$ cat src/include/dmsp_pkg.sv
// shared constants for the dual mode serial port
package dmsp_pkg;
    // register byte offsets on the ahb-lite bus
    localparam logic [7:0] OFF_TXB = 8'h00;
    localparam logic [7:0] OFF_RXB = 8'h04;
    localparam logic [7:0] OFF_BRG = 8'h08;
    localparam logic [7:0] OFF_SMR = 8'h0C;
    localparam logic [7:0] OFF_CR0 = 8'h10;
    localparam logic [7:0] OFF_CR1 = 8'h14;
    // serial_mode_reg fields
    localparam int SMR_MODE = 0;
    localparam int SMR_CLOCK_SOURCE_DIR = 3;
    localparam int SMR_STOP2 = 4;
    localparam int SMR_EVEN = 5;
    localparam int SMR_PAREN = 6;
    // tx_rx_control0 fields
    localparam int CR0_SRC = 0;
    localparam int CR0_ODRAIN = 2;
    localparam int CR0_TX_SHIFT_EMPTY = 3;
    localparam int CR0_CLOCK_EDGE_SEL = 6;
    localparam int CR0_ORDER = 7;
    // tx_rx_control1 fields
    localparam int CR1_TXEN = 0;
    localparam int CR1_TXEMPTY = 1;
    localparam int CR1_RXEN = 2;
    localparam int CR1_RXDONE = 3;
    localparam int CR1_IRQSRC = 4;
    localparam int CR1_CONTRX = 5;
    // rx_buffer error fields
    localparam int RXB_OVR = 12;
    localparam int RXB_FER = 13;
    localparam int RXB_PER = 14;
    localparam int RXB_SUM = 15;
    // mode_select_field codes
    localparam logic [2:0] MODE_OFF = 3'h0;
    localparam logic [2:0] MODE_SYNC = 3'h1;
    localparam logic [2:0] MODE_A7 = 3'h4;
    localparam logic [2:0] MODE_A8 = 3'h5;
    localparam logic [2:0] MODE_A9 = 3'h6;
    // reset values
    localparam logic [7:0] RST_BRG = 8'h00;
    localparam logic [6:0] RST_SMR = 7'h00;
    localparam logic [7:0] RST_CR0 = 8'h00;
    localparam logic [5:0] RST_CR1 = 6'h02;
    // timing counts
    localparam logic [3:0] OVS_LAST = 4'hF;
    localparam logic [3:0] OVS_MID = 4'h7;
    localparam logic [4:0] PRE_F8 = 5'h07;
    localparam logic [4:0] PRE_F32 = 5'h1F;
    localparam logic [3:0] SYNC_BITS = 4'h8;
    localparam logic [3:0] SYNC_OVR_IDX = 4'h6;
endpackage

$ cat src/core/dmsp_core.sv
// Overview of operation
// RULE1 - continuous receive: buffer read clears tx empty
// RULE2 - software writes no dummy data then
// RULE3 - one start bit, seven/eight/nine data bits
// RULE4 - parity odd, even or none
// RULE5 - one or two stop bits
// RULE6 - internal rate: prescaled clock / 16(n+1)
// RULE7 - external rate: clock pin / 16(n+1)
// RULE8 - transmit needs enable and buffered data
// RULE9 - receive needs enable and start bit
// RULE10 - tx interrupt at load or at end
// RULE11 - rx interrupt when buffer is loaded
// RULE12 - overrun at bit before final stop
// RULE13 - framing error on missing stop bit
// RULE14 - parity error on wrong ones count
// RULE15 - summary flag is or of errors
// RULE16 - overrun leaves interrupt untouched, data undefined
// RULE17 - mode codes 100b/101b/110b pick length
// RULE18 - bit order honoured for eight bits only
// RULE19 - data in low seven/eight/nine bits
// RULE20 - output idles high or floats
// RULE21 - reading rx buffer clears errors, done; code keeps overrun until rx disable or mode off
// RULE22 - nine bit writes upper byte first
// RULE23 - sync polarity picks drive/sample edges
// RULE24 - sync clock: prescaled / 2(n+1)
// RULE25 - start low, stop high, centre sampling
// RULE26 - shift empty set while nothing shifting
//
// Local design decisions: the placing of the registers and the AHB-Lite interface to the registers.
`timescale 1ns/10ps
`default_nettype none
module dmsp_core (
    input wire logic mclk,
    input wire logic srst,
    input wire logic hsel,
    input wire logic [31:0] haddr,
    input wire logic [1:0] htrans,
    input wire logic hwrite,
    input wire logic [2:0] hsize,
    input wire logic [31:0] hwdata,
    input wire logic hready,
    output logic hreadyout,
    output logic hresp,
    output logic [31:0] hrdata,
    input wire logic serial_in_pin,
    output logic serial_out_pin,
    output logic serial_out_oe,
    input wire logic transfer_clock_pin_i,
    output logic transfer_clock_pin_o,
    output logic transfer_clock_pin_oe,
    output logic tx_int_req,
    output logic rx_int_req
);
    // software visible state
    logic [8:0] tx_buffer_r;
    logic [8:0] rx_buffer_r;
    logic [7:0] baud_divisor_r;
    logic [6:0] serial_mode_r;
    logic [7:0] ctrl0_r;
    logic tx_enable_r, tx_buf_empty_r, rx_enable_r, rx_done_flag_r;
    logic tx_irq_source_sel_r, continuous_rx_sel_r;
    logic overrun_flag_r, framing_fault_flag_r, parity_fault_flag_r;
    logic wr_pend_r;
    logic [7:0] wr_addr_r;
    logic [31:0] hrdata_r;
    // engines
    logic [4:0] presc_r;
    logic [7:0] brg_cnt_r;
    logic tick_r;
    logic [2:0] rx_sync_r, ck_sync_r;
    logic tx_busy_r, tx_sync_r;
    logic [12:0] tx_sh_r;
    logic [3:0] tx_left_r, tx_sub_r;
    logic out_r, out_oe_r, sclk_r, sclk_oe_r;
    logic rx_busy_r;
    logic [3:0] rx_sub_r, rx_idx_r;
    logic [8:0] rx_sh_r;
    logic rx_par_r, rx_fer_r;
    logic tx_int_r, rx_int_r;

    // mode decode
    wire [2:0] mode_select_field = serial_mode_r[dmsp_pkg::SMR_MODE +: 3];
    wire clock_source_dir = serial_mode_r[dmsp_pkg::SMR_CLOCK_SOURCE_DIR];
    wire stop_len_sel = serial_mode_r[dmsp_pkg::SMR_STOP2];
    wire odd_even_sel = serial_mode_r[dmsp_pkg::SMR_EVEN];
    wire parity_on_sel = serial_mode_r[dmsp_pkg::SMR_PAREN];
    wire [1:0] divider_source_sel = ctrl0_r[dmsp_pkg::CR0_SRC +: 2];
    wire open_drain_tx_sel = ctrl0_r[dmsp_pkg::CR0_ODRAIN];
    wire clock_edge_sel = ctrl0_r[dmsp_pkg::CR0_CLOCK_EDGE_SEL];
    wire bit_order_sel = ctrl0_r[dmsp_pkg::CR0_ORDER];
    wire async_on = (mode_select_field == dmsp_pkg::MODE_A7)
        || (mode_select_field == dmsp_pkg::MODE_A8)
        || (mode_select_field == dmsp_pkg::MODE_A9); // see RULE17
    wire sync_on = (mode_select_field == dmsp_pkg::MODE_SYNC);
    wire [3:0] char_len = (mode_select_field == dmsp_pkg::MODE_A7) ? 4'h7 :
        (mode_select_field == dmsp_pkg::MODE_A9) ? 4'h9 : 4'h8; // see RULE3
    wire msb_first = bit_order_sel && (char_len == 4'h8); // see RULE18
    wire [8:0] len_mask = (char_len == 4'h7) ? 9'h07F :
        (char_len == 4'h8) ? 9'h0FF : 9'h1FF; // see RULE19
    // frame length counts start, data, parity and stops
    wire [3:0] frame_bits = 4'h2 + char_len + {3'h0, parity_on_sel}
        + {3'h0, stop_len_sel}; // see RULE5

    function automatic logic [8:0] rev8(input logic [8:0] d);
        logic [8:0] r;
        r = d;
        for (int i = 0; i < 8; i++) begin
            r[i] = d[7 - i];
        end
        return r;
    endfunction

    // async frame, start bit at position 0, ones beyond the last data/parity bit
    function automatic logic [12:0] compose(input logic [8:0] d, input logic [3:0] len,
                                            input logic pen, input logic even);
        logic [12:0] f;
        logic p;
        f = 13'h1FFF;
        p = ~even;
        f[0] = 1'b0; // see RULE25
        for (int i = 0; i < 9; i++) begin
            if (i < int'(len)) begin
                f[i + 1] = d[i];
                p = p ^ d[i]; // parity over character bits only
            end
        end
        if (pen) begin
            f[len + 4'h1] = p; // see RULE4
        end
        return f;
    endfunction

    // bus decode
    wire acc = hsel && htrans[1] && hready;
    wire rd_acc = acc && !hwrite;
    wire [7:0] a_off = haddr[7:0];
    wire rxb_read = rd_acc && (a_off == dmsp_pkg::OFF_RXB);
    wire wr_txb = wr_pend_r && (wr_addr_r == dmsp_pkg::OFF_TXB);
    wire wr_brg = wr_pend_r && (wr_addr_r == dmsp_pkg::OFF_BRG);
    wire wr_smr = wr_pend_r && (wr_addr_r == dmsp_pkg::OFF_SMR);
    wire wr_cr0 = wr_pend_r && (wr_addr_r == dmsp_pkg::OFF_CR0);
    wire wr_cr1 = wr_pend_r && (wr_addr_r == dmsp_pkg::OFF_CR1);
    wire err_sum = overrun_flag_r || framing_fault_flag_r || parity_fault_flag_r; // see RULE15
    wire [31:0] rxb_word = {16'h0000, err_sum, parity_fault_flag_r, framing_fault_flag_r,
        overrun_flag_r, 3'h0, rx_buffer_r};
    wire [31:0] cr0_word = {24'h0, ctrl0_r[7:4], !tx_busy_r, ctrl0_r[2:0]}; // see RULE26
    wire [31:0] cr1_word = {26'h0, continuous_rx_sel_r, tx_irq_source_sel_r,
        rx_done_flag_r, rx_enable_r, tx_buf_empty_r, tx_enable_r};
    wire [31:0] rd_mux = (a_off == dmsp_pkg::OFF_TXB) ? {23'h0, tx_buffer_r} :
        (a_off == dmsp_pkg::OFF_RXB) ? rxb_word :
        (a_off == dmsp_pkg::OFF_BRG) ? {24'h0, baud_divisor_r} :
        (a_off == dmsp_pkg::OFF_SMR) ? {25'h0, serial_mode_r} :
        (a_off == dmsp_pkg::OFF_CR0) ? cr0_word :
        (a_off == dmsp_pkg::OFF_CR1) ? cr1_word : 32'h0000_0000;

    // bus slave: address phase latched, write data taken in data phase
    always_ff @(posedge mclk) begin
        if (srst) begin
            wr_pend_r <= 1'b0;
            wr_addr_r <= 8'h00;
            hrdata_r <= 32'h0000_0000;
        end else begin
            wr_pend_r <= acc && hwrite;
            wr_addr_r <= a_off;
            if (rd_acc) begin
                hrdata_r <= rd_mux;
            end
        end
    end
    assign hrdata = hrdata_r;
    assign hreadyout = 1'b1;
    assign hresp = 1'b0;

    // configuration registers
    always_ff @(posedge mclk) begin
        if (srst) begin
            baud_divisor_r <= dmsp_pkg::RST_BRG;
            serial_mode_r <= dmsp_pkg::RST_SMR;
            ctrl0_r <= dmsp_pkg::RST_CR0;
            {continuous_rx_sel_r, tx_irq_source_sel_r, rx_enable_r, tx_enable_r} <= 4'h0;
            tx_buffer_r <= 9'h000;
        end else begin
            if (wr_brg) baud_divisor_r <= hwdata[7:0];
            if (wr_smr) serial_mode_r <= hwdata[6:0];
            if (wr_cr0) ctrl0_r <= {hwdata[7:4], 1'b0, hwdata[2:0]};
            if (wr_cr1) begin
                tx_enable_r <= hwdata[dmsp_pkg::CR1_TXEN];
                rx_enable_r <= hwdata[dmsp_pkg::CR1_RXEN];
                tx_irq_source_sel_r <= hwdata[dmsp_pkg::CR1_IRQSRC];
                continuous_rx_sel_r <= hwdata[dmsp_pkg::CR1_CONTRX];
            end
            if (wr_txb) tx_buffer_r <= hwdata[8:0];
        end
    end

    // prescaler and baud divisor
    wire f8_en = (presc_r[2:0] == dmsp_pkg::PRE_F8[2:0]);
    wire f32_en = (presc_r == dmsp_pkg::PRE_F32);
    wire ext_rise = ck_sync_r[1] && !ck_sync_r[2];
    wire int_src = (divider_source_sel == 2'h0) ? 1'b1 :
        (divider_source_sel == 2'h1) ? f8_en : f32_en;
    wire src_en = (clock_source_dir && async_on) ? ext_rise : int_src; // see RULE7
    always_ff @(posedge mclk) begin
        if (srst) begin
            presc_r <= 5'h00;
            brg_cnt_r <= 8'h00;
            tick_r <= 1'b0;
        end else begin
            presc_r <= presc_r + 5'h01;
            tick_r <= src_en && (brg_cnt_r == 8'h00); // see RULE6
            if (src_en) begin
                brg_cnt_r <= (brg_cnt_r == 8'h00) ? baud_divisor_r : brg_cnt_r - 8'h01;
            end
        end
    end

    // pin synchronisers
    always_ff @(posedge mclk) begin
        if (srst) begin
            rx_sync_r <= 3'h7;
            ck_sync_r <= 3'h7;
        end else begin
            rx_sync_r <= {rx_sync_r[1:0], serial_in_pin};
            ck_sync_r <= {ck_sync_r[1:0], transfer_clock_pin_i};
        end
    end
    wire rx_lvl = rx_sync_r[1];

    // sync transfer clock edges: lead edge drives, trail edge samples
    wire ck_idle = !clock_edge_sel; // see RULE23
    wire ext_chg = ck_sync_r[1] != ck_sync_r[2];
    wire s_lead = clock_source_dir ? (ext_chg && ck_sync_r[2] == ck_idle)
                                   : (tick_r && sclk_r == ck_idle);
    wire s_trail = clock_source_dir ? (ext_chg && ck_sync_r[1] == ck_idle)
                                    : (tick_r && sclk_r != ck_idle);

    // transmitter
    wire tx_go = !tx_busy_r && tx_enable_r && !tx_buf_empty_r && (async_on || sync_on); // see RULE8
    wire tx_step = tx_busy_r && (tx_sync_r ? s_trail : (tick_r && tx_sub_r == dmsp_pkg::OVS_LAST));
    wire tx_fin = tx_step && (tx_left_r == 4'h1);
    wire [8:0] tx_data = msb_first ? rev8(tx_buffer_r) : tx_buffer_r;
    always_ff @(posedge mclk) begin
        if (srst) begin
            tx_busy_r <= 1'b0;
            tx_sync_r <= 1'b0;
            tx_sh_r <= 13'h1FFF;
            tx_left_r <= 4'h0;
            tx_sub_r <= 4'h0;
            out_r <= 1'b1;
        end else if (tx_go) begin
            tx_busy_r <= 1'b1;
            tx_sync_r <= sync_on;
            tx_sub_r <= 4'h0;
            if (sync_on) begin
                tx_sh_r <= {4'hF, (bit_order_sel ? rev8(tx_buffer_r) : tx_buffer_r)};
                tx_left_r <= dmsp_pkg::SYNC_BITS;
            end else begin
                tx_sh_r <= compose(tx_data, char_len, parity_on_sel, odd_even_sel);
                tx_left_r <= frame_bits;
                out_r <= 1'b0; // see RULE25
            end
        end else if (tx_busy_r) begin
            if (tick_r && !tx_sync_r) tx_sub_r <= tx_sub_r + 4'h1;
            if (tx_sync_r && s_lead) out_r <= tx_sh_r[0]; // see RULE23
            if (tx_step) begin
                tx_sh_r <= {1'b1, tx_sh_r[12:1]};
                tx_left_r <= tx_left_r - 4'h1;
                if (!tx_sync_r) out_r <= tx_fin ? 1'b1 : tx_sh_r[1];
                if (tx_fin) tx_busy_r <= 1'b0;
            end
        end else begin
            out_r <= 1'b1; // see RULE20
        end
    end

    // pin drivers: push-pull high when idle, open drain floats instead
    always_ff @(posedge mclk) begin
        if (srst) begin
            out_oe_r <= 1'b0;
            sclk_r <= 1'b1;
            sclk_oe_r <= 1'b0;
        end else begin
            out_oe_r <= (async_on || sync_on) && (!open_drain_tx_sel || !out_r); // see RULE20
            sclk_oe_r <= sync_on && !clock_source_dir;
            if (!(tx_busy_r && tx_sync_r)) sclk_r <= ck_idle;
            else if (tick_r && !clock_source_dir) sclk_r <= !sclk_r; // see RULE24
        end
    end
    assign serial_out_pin = out_r;
    assign serial_out_oe = out_oe_r;
    assign transfer_clock_pin_o = sclk_r;
    assign transfer_clock_pin_oe = sclk_oe_r;

    // async receiver: start on falling edge, samples at sixteenth-bit centre
    wire rx_fall = !rx_sync_r[1] && rx_sync_r[2];
    wire rx_begin = !rx_busy_r && rx_enable_r && async_on && rx_fall; // see RULE9
    wire rx_samp = rx_busy_r && tick_r && (rx_sub_r == dmsp_pkg::OVS_MID); // see RULE25
    wire rx_bad_start = rx_samp && (rx_idx_r == 4'h0) && rx_lvl;
    wire rx_last = rx_samp && (rx_idx_r == frame_bits - 4'h1);
    wire rx_pre_last = rx_samp && (rx_idx_r == frame_bits - 4'h2);
    wire in_data = (rx_idx_r != 4'h0) && (rx_idx_r <= char_len);
    wire in_par = parity_on_sel && (rx_idx_r == char_len + 4'h1);
    wire in_stop = (rx_idx_r > char_len + {3'h0, parity_on_sel});
    wire sy_samp = tx_busy_r && tx_sync_r && s_trail;
    wire [3:0] sy_idx = dmsp_pkg::SYNC_BITS - tx_left_r;
    // completion events and error detection
    wire async_fin = rx_last;
    wire sync_fin = sy_samp && (tx_left_r == 4'h1) && rx_enable_r;
    wire rx_fin = async_fin || sync_fin;
    wire ovr_hit = rx_done_flag_r && (rx_pre_last
        || (sy_samp && rx_enable_r && sy_idx == dmsp_pkg::SYNC_OVR_IDX)); // see RULE12
    wire [8:0] rx_data = rx_sh_r & len_mask;
    wire par_bad = parity_on_sel && ((^rx_data) ^ rx_par_r ^ ~odd_even_sel); // see RULE14
    wire fer_now = rx_fer_r || (rx_last && !rx_lvl); // see RULE13
    wire store_ok = rx_fin && !overrun_flag_r && !ovr_hit; // see RULE16
    wire [8:0] st_data = (sync_fin ? bit_order_sel : msb_first) ? rev8(rx_sh_r) : rx_data;
    always_ff @(posedge mclk) begin
        if (srst) begin
            rx_busy_r <= 1'b0;
            rx_sub_r <= 4'h0;
            rx_idx_r <= 4'h0;
            rx_sh_r <= 9'h000;
            rx_par_r <= 1'b0;
            rx_fer_r <= 1'b0;
        end else if (rx_begin) begin
            {rx_busy_r, rx_sub_r, rx_idx_r, rx_fer_r} <= {1'b1, 4'h0, 4'h0, 1'b0};
        end else begin
            if (rx_busy_r && tick_r) rx_sub_r <= rx_sub_r + 4'h1;
            if (rx_samp) rx_idx_r <= rx_idx_r + 4'h1;
            if (rx_samp && in_data) rx_sh_r[rx_idx_r - 4'h1] <= rx_lvl;
            if (rx_samp && in_par) rx_par_r <= rx_lvl;
            if (rx_samp && in_stop && !rx_lvl) rx_fer_r <= 1'b1;
            if (rx_bad_start || rx_last || !async_on) rx_busy_r <= 1'b0;
            if (sy_samp) rx_sh_r[sy_idx] <= rx_lvl; // see RULE23
        end
    end

    // receive buffer, status flags; hardware set wins over a clearing read
    wire err_clr = (mode_select_field == dmsp_pkg::MODE_OFF) || !rx_enable_r;
    always_ff @(posedge mclk) begin
        if (srst) begin
            rx_buffer_r <= 9'h000;
            {rx_done_flag_r, overrun_flag_r, framing_fault_flag_r, parity_fault_flag_r} <= 4'h0;
            rx_int_r <= 1'b0;
        end else begin
            rx_int_r <= store_ok; // see RULE11
            if (store_ok) rx_buffer_r <= st_data; // see RULE19
            if (store_ok) rx_done_flag_r <= 1'b1;
            else if (rxb_read) rx_done_flag_r <= 1'b0; // see RULE21
            if (ovr_hit) overrun_flag_r <= 1'b1;
            else if (err_clr) overrun_flag_r <= 1'b0;
            if (async_fin) framing_fault_flag_r <= fer_now;
            else if (rxb_read || err_clr) framing_fault_flag_r <= 1'b0; // see RULE21
            if (async_fin) parity_fault_flag_r <= par_bad;
            else if (rxb_read || err_clr) parity_fault_flag_r <= 1'b0;
        end
    end

    // transmit buffer empty flag and transmit interrupt
    wire cont_clr = rxb_read && continuous_rx_sel_r && sync_on; // see RULE1
    always_ff @(posedge mclk) begin
        if (srst) begin
            tx_buf_empty_r <= dmsp_pkg::RST_CR1[dmsp_pkg::CR1_TXEMPTY];
            tx_int_r <= 1'b0;
        end else begin
            if (wr_txb || cont_clr) tx_buf_empty_r <= 1'b0;
            else if (tx_go) tx_buf_empty_r <= 1'b1;
            tx_int_r <= tx_irq_source_sel_r ? tx_fin : tx_go; // see RULE10
        end
    end
    assign tx_int_req = tx_int_r;
    assign rx_int_req = rx_int_r;
endmodule // dmsp_core
`default_nettype wire

$ cat config.mk
export PLATFORM = sky130hd
export DESIGN_NAME = dmsp_core
export DESIGN_NICKNAME = d
export VERILOG_FILES = /design/src/include/dmsp_pkg.sv /design/src/core/dmsp_core.sv
export SDC_FILE = /design/constraint.sdc
export NUM_CORES = 1
export LEC_CHECK = 0
export ABC_CLOCK_PERIOD_IN_PS = 4400
export BUFFER_PORTS_ARGS = -buffer_cell sky130_fd_sc_hd__buf_2
export CORE_MARGIN = 1
export CORE_UTILIZATION = 40
export CTS_BUF_LIST = sky130_fd_sc_hd__clkbuf_8
export DETAILED_ROUTE_END_ITERATION = 10
export HOLD_SLACK_MARGIN = 0.15
export SLEW_MARGIN = 0
export SYNTH_ARGS = -nofsm -noshare
export SYNTH_HDL_FRONTEND = slang
export SYNTH_SLANG_ARGS = --single-unit
$ cat constraint.sdc
create_clock -name mclk -period 4.4 [get_ports mclk]
set_clock_uncertainty 0.15 [all_clocks]
set_input_delay 0.44 -clock mclk [delete_from_list [all_inputs] [get_ports mclk]]
set_output_delay 0.44 -clock mclk [all_outputs]
set_load 0.01 [all_outputs]
-- After elaboration in Yosys (flattened, before gate mapping)
Index checks and enable logic that the tools add are counted.
Widths: inputs -> output; s select.
- flip-flop bits (word level): 159
- bits of input ports: 76
- output and inout port bits: 40
- word-level logic and storage cells: 368
- add/subtract/negate cells: 15
- $lt $le $gt $ge: 17
- eq/ne operators: 32
- muxes and demuxes: 140
- bitwise logic cells: 14
- reduce and logical (&&, ||, !) cells: 111
- operator list (operator ; count):
    $mux 1 ; 108
    $mux 13 ; 5
    $mux 9 ; 7
    $logic_and 1x1->1 ; 61
    $mux 8 ; 6
    $eq 8x4->1 const B ; 4
    $eq 8x5->1 const B ; 4
    $mux 16 ; 2
    $logic_not 8->1 ; 3
    $mux 4 ; 5
    $bwmux 9 ; 2
    $add 4x1->4 const B ; 4
    $logic_not 1->1 ; 16
    $lt 3x4->1 const A ; 4
    $lt 4x5->1 const B ; 3
    $logic_or 1x1->1 ; 14
    $reduce_bool 2->1 ; 7
    $bwmux 13 ; 1
    $add 4x1->4 ; 3
    $demux 1 s4 ; 3
    $eq 3x3->1 const B ; 4
    $eq 4x3->1 const B ; 3
    $eq 4x4->1 ; 3
    $ge 4x1->1 const B ; 3
    32 further kinds ; 54

-- Depth between registers and ports, before layout
- depth in word-level cells: 55
- mapped depth: 16
- depth with buffers taken out: 12

-- Worst setup path after synthesis
No wires, ideal clock.
- path kind: register to register
- start: register serial_mode_r[0]
- end: register rx_buffer_r[8]
- library setup time: 0.070 ns
- arrival: 3.399 ns
- data required time: 4.180 ns
- setup slack: 0.780 ns
- cell stages (with the launch flop): 17
- buffers on the path: 4
- period minus slack after synthesis: 3.620 ns
- cell sequence: dfxtp_1 buf_2 nand2b_1 buf_2 inv_2 fa_1 ha_1 inv_1 ha_1 xor2_1 o2111ai_1 or3_1 clkbuf_1 a221oi_4 buf_6 nand3_1 a21oi_1
- longest elaborated chain between the ends: 13
- elaborated cells on any way between the ends: 27
- those cells by class: 5 x add/sub; 6 x eq/ne; 6 x mux; 1 x bitwise; 9 x reduce/logical
- ends and longest elaborated chain (element ; line ; source):
    start: declaration ; dmsp_core.sv:58 ; logic [6:0] serial_mode_r;
    start signal: assignment ; dmsp_core.sv:178 ; serial_mode_r <= dmsp_pkg::RST_SMR;
    start signal: assignment ; dmsp_core.sv:184 ; if (wr_smr) serial_mode_r <= hwdata[6:0];
    $eq 3x3->1 ; dmsp_core.sv:96 ; (mode_select_field == dmsp_pkg::MODE_A9) ? 4'h9 : 4'h8;
    $mux 1 ; dmsp_core.sv:96 ;
    $mux 4 * ; dmsp_core.sv:95 ; wire [3:0] char_len = (mode_select_field == dmsp_pkg::MODE_A7) ? 4'h7 :
    $add 2x4->4 ; dmsp_core.sv:101 ; wire [3:0] frame_bits = 4'h2 + char_len + {3'h0, parity_on_sel}
    $add 4x1->4 ; dmsp_core.sv:101 ;
    $add 4x1->4 ; dmsp_core.sv:102 ; + {3'h0, stop_len_sel};
    $sub 4x2->4 ; dmsp_core.sv:300 ; wire rx_pre_last = rx_samp && (rx_idx_r == frame_bits - 4'h2);
    $eq 4x4->1 ; dmsp_core.sv:300 ;
    $logic_and 1x1->1 ; dmsp_core.sv:300 ;
    $logic_or 1x1->1 ; dmsp_core.sv:311 ; || (sy_samp && rx_enable_r && sy_idx == dmsp_pkg::SYNC_OVR_IDX));
    $logic_and 1x1->1 ; dmsp_core.sv:310 ; wire ovr_hit = rx_done_flag_r && (rx_pre_last
    $logic_not 1->1 ; dmsp_core.sv:315 ; wire store_ok = rx_fin && !overrun_flag_r && !ovr_hit;
    $logic_and 1x1->1 ; dmsp_core.sv:315 ;
    end signal: assignment ; dmsp_core.sv:347 ; if (store_ok) rx_buffer_r <= st_data;
    end: declaration ; dmsp_core.sv:56 ; logic [8:0] rx_buffer_r;
Mark *: on every way between the ends. The rest lies on a longest branch, timed or not.
A chain may end at the register's enable or synchronous reset.

-- Worst setup path in the final report
- start: register serial_mode_r[2]
- end: register rx_buffer_r[7]
Same word-level chain as after synthesis.

==> results.yml <==
power_and_ir_drop:
  p_clk_frac: 0.384
  comb_power_share: 0.122
  ir_drop_v: 0.000150
  cellLeakagePower_nw: 3.53
  seqPwrFrac: 0.494
  switching_power_w: 0.000763
  p_int_w: 0.00197
  p_per_area_nw_per_um2: 324
  sw_frac_of_total: 0.279
min_path:
  whs_path_depth: 3
  hold-path-endpoint: "tx_buffer_r[0]"
  min_from: "hwdata[0]"
  hp-class: "input pin to flip-flop"
sta:
  fin_hold_ws_ns: 0.182
  period_needed_ns: 3.79
  slew_headroom: 0.312
  fmax_mhz: 264
  period_share: 0.861
  slew_viol_final: 0
  hold_viol: 0
  rsz0062_at_grt: "false"
  worst_pin_slew_ns: 1.02
  setup_viol: 0
  setup_tns_ns: 0
yosys:
  postSynthCellCount: 872
  post_synth_num_cell_types: 68
  avgSynthCellArea_um2: 8.63
  syn_area_um2: 7520
  synth_top_cell_by_area: "dfxtp_1"
  synth_area_leaders: "dfxtp_1 37%, mux2i_1 9.8%, nor2_1 6.1%, ha_1 5.0%, xnor2_1 3.1%"
  synth_edf_count: 0
  synthFlopType: "dfxtp_1"
  seq_area_frac_synth: 0.373
  yosysWarnings: 0
  ys_seq_elements: 140
  synth.top_cell.area_share: 0.373
  async_reset_ff_frac: 0
worst_setup_path:
  startpoint_type: "flip-flop"
  worstPathRequired_ns: 4.57
  worstReg2RegEnd: "rx_buffer_r[7]"
  reg2regPathDepth: 12
  r2r_slack_ns: 0.61
  reg2reg_from: "serial_mode_r[2]"
  crit_fanout: 18
  crit_type: "flip-flop to flip-flop"
  arrival_ns: 3.96
  crit_path_end_kind: "flip-flop"
clock_tree:
  cts_tree: "built"
  cts_resized: 0
  clk_pin_slew_ns: 0.08
  postCtsSetupRepairBufs: 0
  worstSkewPairLatency_ns: 0.46
  cts_sinks: 140
  ctsLongestPathBuffers: 2
  ctsRootBufferMaster: "clkbuf_8"
  ctsHoldBuffers: 17
  cts_buffers: 17
  cts-htree-levels: 4
drt:
  drcViolationCount: 10
  via_count: 6284
  first_pass_iters: 8
  wire_per_inst_um: 16.9
  routed_wl_um: 19500
  drtIter0Drc: 432
  via_per_inst: 5.44
  drtAntennaViolNets: 0
flow_run:
  maxCapViolations: 0
global_route:
  track_usage: 0.205
  grt_overflow: 0
  grt_pass1_wl_um: 30800
  antenna_found_initial: 0
  grt_max_degree: 77
  grt_pass1_vias: 5597
place:
  placed_cells: 1104
  dp_hpwl_um: 14000
  place_area_um2: 7850
  place_congestion: 0.882
  port_buffers: 43
outcome:
  violations: "DRC"
  outcome: "finished with violations"
die:
  die_area_um2: 19400
  fp.dieW_um: 139
  chipHeight_um: 139
  fp-row-count: 49
  design.core.area_um2: 18200
  boundaryPins: 116
  start_util: 0.413
cells_and_area:
  fin_util: 0.463
  fin_cells: 1156
  area_growth_pct: 12.1
  drive_gt1_frac: 0.116
  design_area_um2: 8430
  multi_input_area_um2: 4340
  area.sequential_um2: 2800
  fillers: 1817
  nets: 1020
power groups by stage:
| stage | Combinational, W | Clock, W | Sequential [W] |
|---|---|---|---|
| after floorplan | 0.000261 | 0 | 0.00137 |
| after global placement | 0.000314 | 0 | 0.00138 |
| after detailed placement | 0.000318 | 0 | 0.00138 |
| after CTS | 0.000330 | 0.00108 | 0.00135 |
| after global routing | 0.000372 | 0.00113 | 0.00136 |
| final | 0.000332 | 0.00105 | 0.00135 |
flip-flops by register name, indices dropped and copies added, names as in the netlist, 3 cells and up:
register	count
serial_mode_r	7
rx_idx_r	4
hrdata	13
rx_sub_r	4
rx_sh_r	9
tx_left_r	4
ctrl0_r	7
brg_cnt_r	8
wr_addr_r	8
ck_sync_r	3
baud_divisor_r	8
presc_r	5
rx_buffer_r	9
rx_sync_r	3
tx_buffer_r	9
tx_sub_r	4
tx_sh_r	13
Yosys cell counts (all sizes together), types with 6 or more instances:
| library cell | n |
|---|---|
| a211oi | 14 |
| or2 | 12 |
| ha | 30 |
| o21bai | 8 |
| dfxtp | 140 |
| o31ai | 12 |
| o22ai | 7 |
| nor2 | 122 |
| a21oi | 28 |
| nor3b | 6 |
| a221oi | 12 |
| or3 | 8 |
| nand2 | 59 |
| clkbuf | 41 |
| a21o | 14 |
| nor3 | 20 |
| mux2i | 74 |
| a22oi | 20 |
| nor2b | 25 |
| buf | 32 |
| nand3 | 14 |
| xnor2 | 27 |
| nand2b | 14 |
| o21ai | 26 |
| o221ai | 10 |
| xor2 | 13 |
| a31oi | 6 |
| inv | 23 |
per-stage QoR:
step	power (W)	setup slack, ns
after global routing	0.00286	0.289
after CTS	0.00276	0.583
after detailed placement	0.00170	0.600
final	0.00273	0.613
after global placement	0.00169	0.633
after floorplan	0.00163	0.780
critical path: stages (launching register included):
cell       delay [ns]
dfxtp_1          0.39
nand2b_1         0.14
inv_2            0.09
fa_1             0.39
ha_1             0.34
inv_1            0.05
ha_1             0.29
xor2_1           0.13
o2111ai_1        0.12
or3_1            0.55
a221oi_4         0.68
mux2i_1          0.25
nor2_1           0.05
worst max-delay path by stage:
stage	from	endpoint	slack, ns	cells past startpoint
after global routing	serial_mode_r[2]	rx_buffer_r[1]	0.29	12
after floorplan	serial_mode_r[0]	rx_buffer_r[8]	0.78	16
after CTS	serial_mode_r[2]	rx_buffer_r[7]	0.58	12
after detailed placement	serial_mode_r[2]	rx_buffer_r[7]	0.60	12
after global placement	serial_mode_r[2]	rx_buffer_r[7]	0.63	12
final	serial_mode_r[2]	rx_buffer_r[7]	0.61	12
layout by cell type (no fill, tap or decap), types with 4 or more instances in the layout:
cell	count
dfxtp_1	140
nor2_1	122
mux2i_1	74
nand2_1	59
buf_2	42
ha_1	30
a21oi_1	28
xnor2_1	27
nor2b_1	25
conb_1	21
inv_1	20
a22oi_1	20
nor3_1	19
dlygate4sd3_1	19
clkbuf_8	18
o21ai_1	16
buf_4	15
nand2b_1	14
nand3_1	14
a211oi_1	14
a21o_1	14
xor2_1	13
o31ai_1	11
a221oi_1	11
o21ai_0	10
o221ai_1	10
or2_2	9
or3_1	8
o21bai_1	8
o22ai_1	7
a31oi_1	6
nor3b_1	6
and2_1	5
clkinvlp_4	5
nand4_1	4
o21a_1	4
or4_1	4
clkinv_2	4
cell families (layout without fill, tap and decap cells):
kind of cell,count (synthesis),in the layout,synth area share
buffers and inverters,97,132,0.0604
multiplexers,74,74,0.0985
AND/OR/NAND/NOR,309,309,0.198
other,2,22,0.000998
adder cells (fa/ha/maj),31,31,0.0526
flip-flops,140,140,0.373
XOR/XNOR,41,41,0.0496
AO/OA/AOI/OAI,178,178,0.167
layout make-up:
class,count,area share
antenna,1,0.000297
clock inverter,14,0.0171
inverter,24,0.0107
sequential,140,0.332
multi-input combinational,654,0.515
clock buffer,18,0.0294
tap,229,0.0340
timing repair buffer,76,0.0609
routing by layer:
metal  vias to the layer above  share of wire  GRT usage
met5                         -              0          0
met4                         0          0.018     0.0731
met3                        25          0.039     0.0449
met2                       148           0.46      0.318
met1                      2994           0.48      0.280
li1                       3117              -          -
No activity file was read; power rests on OpenSTA's default activity.
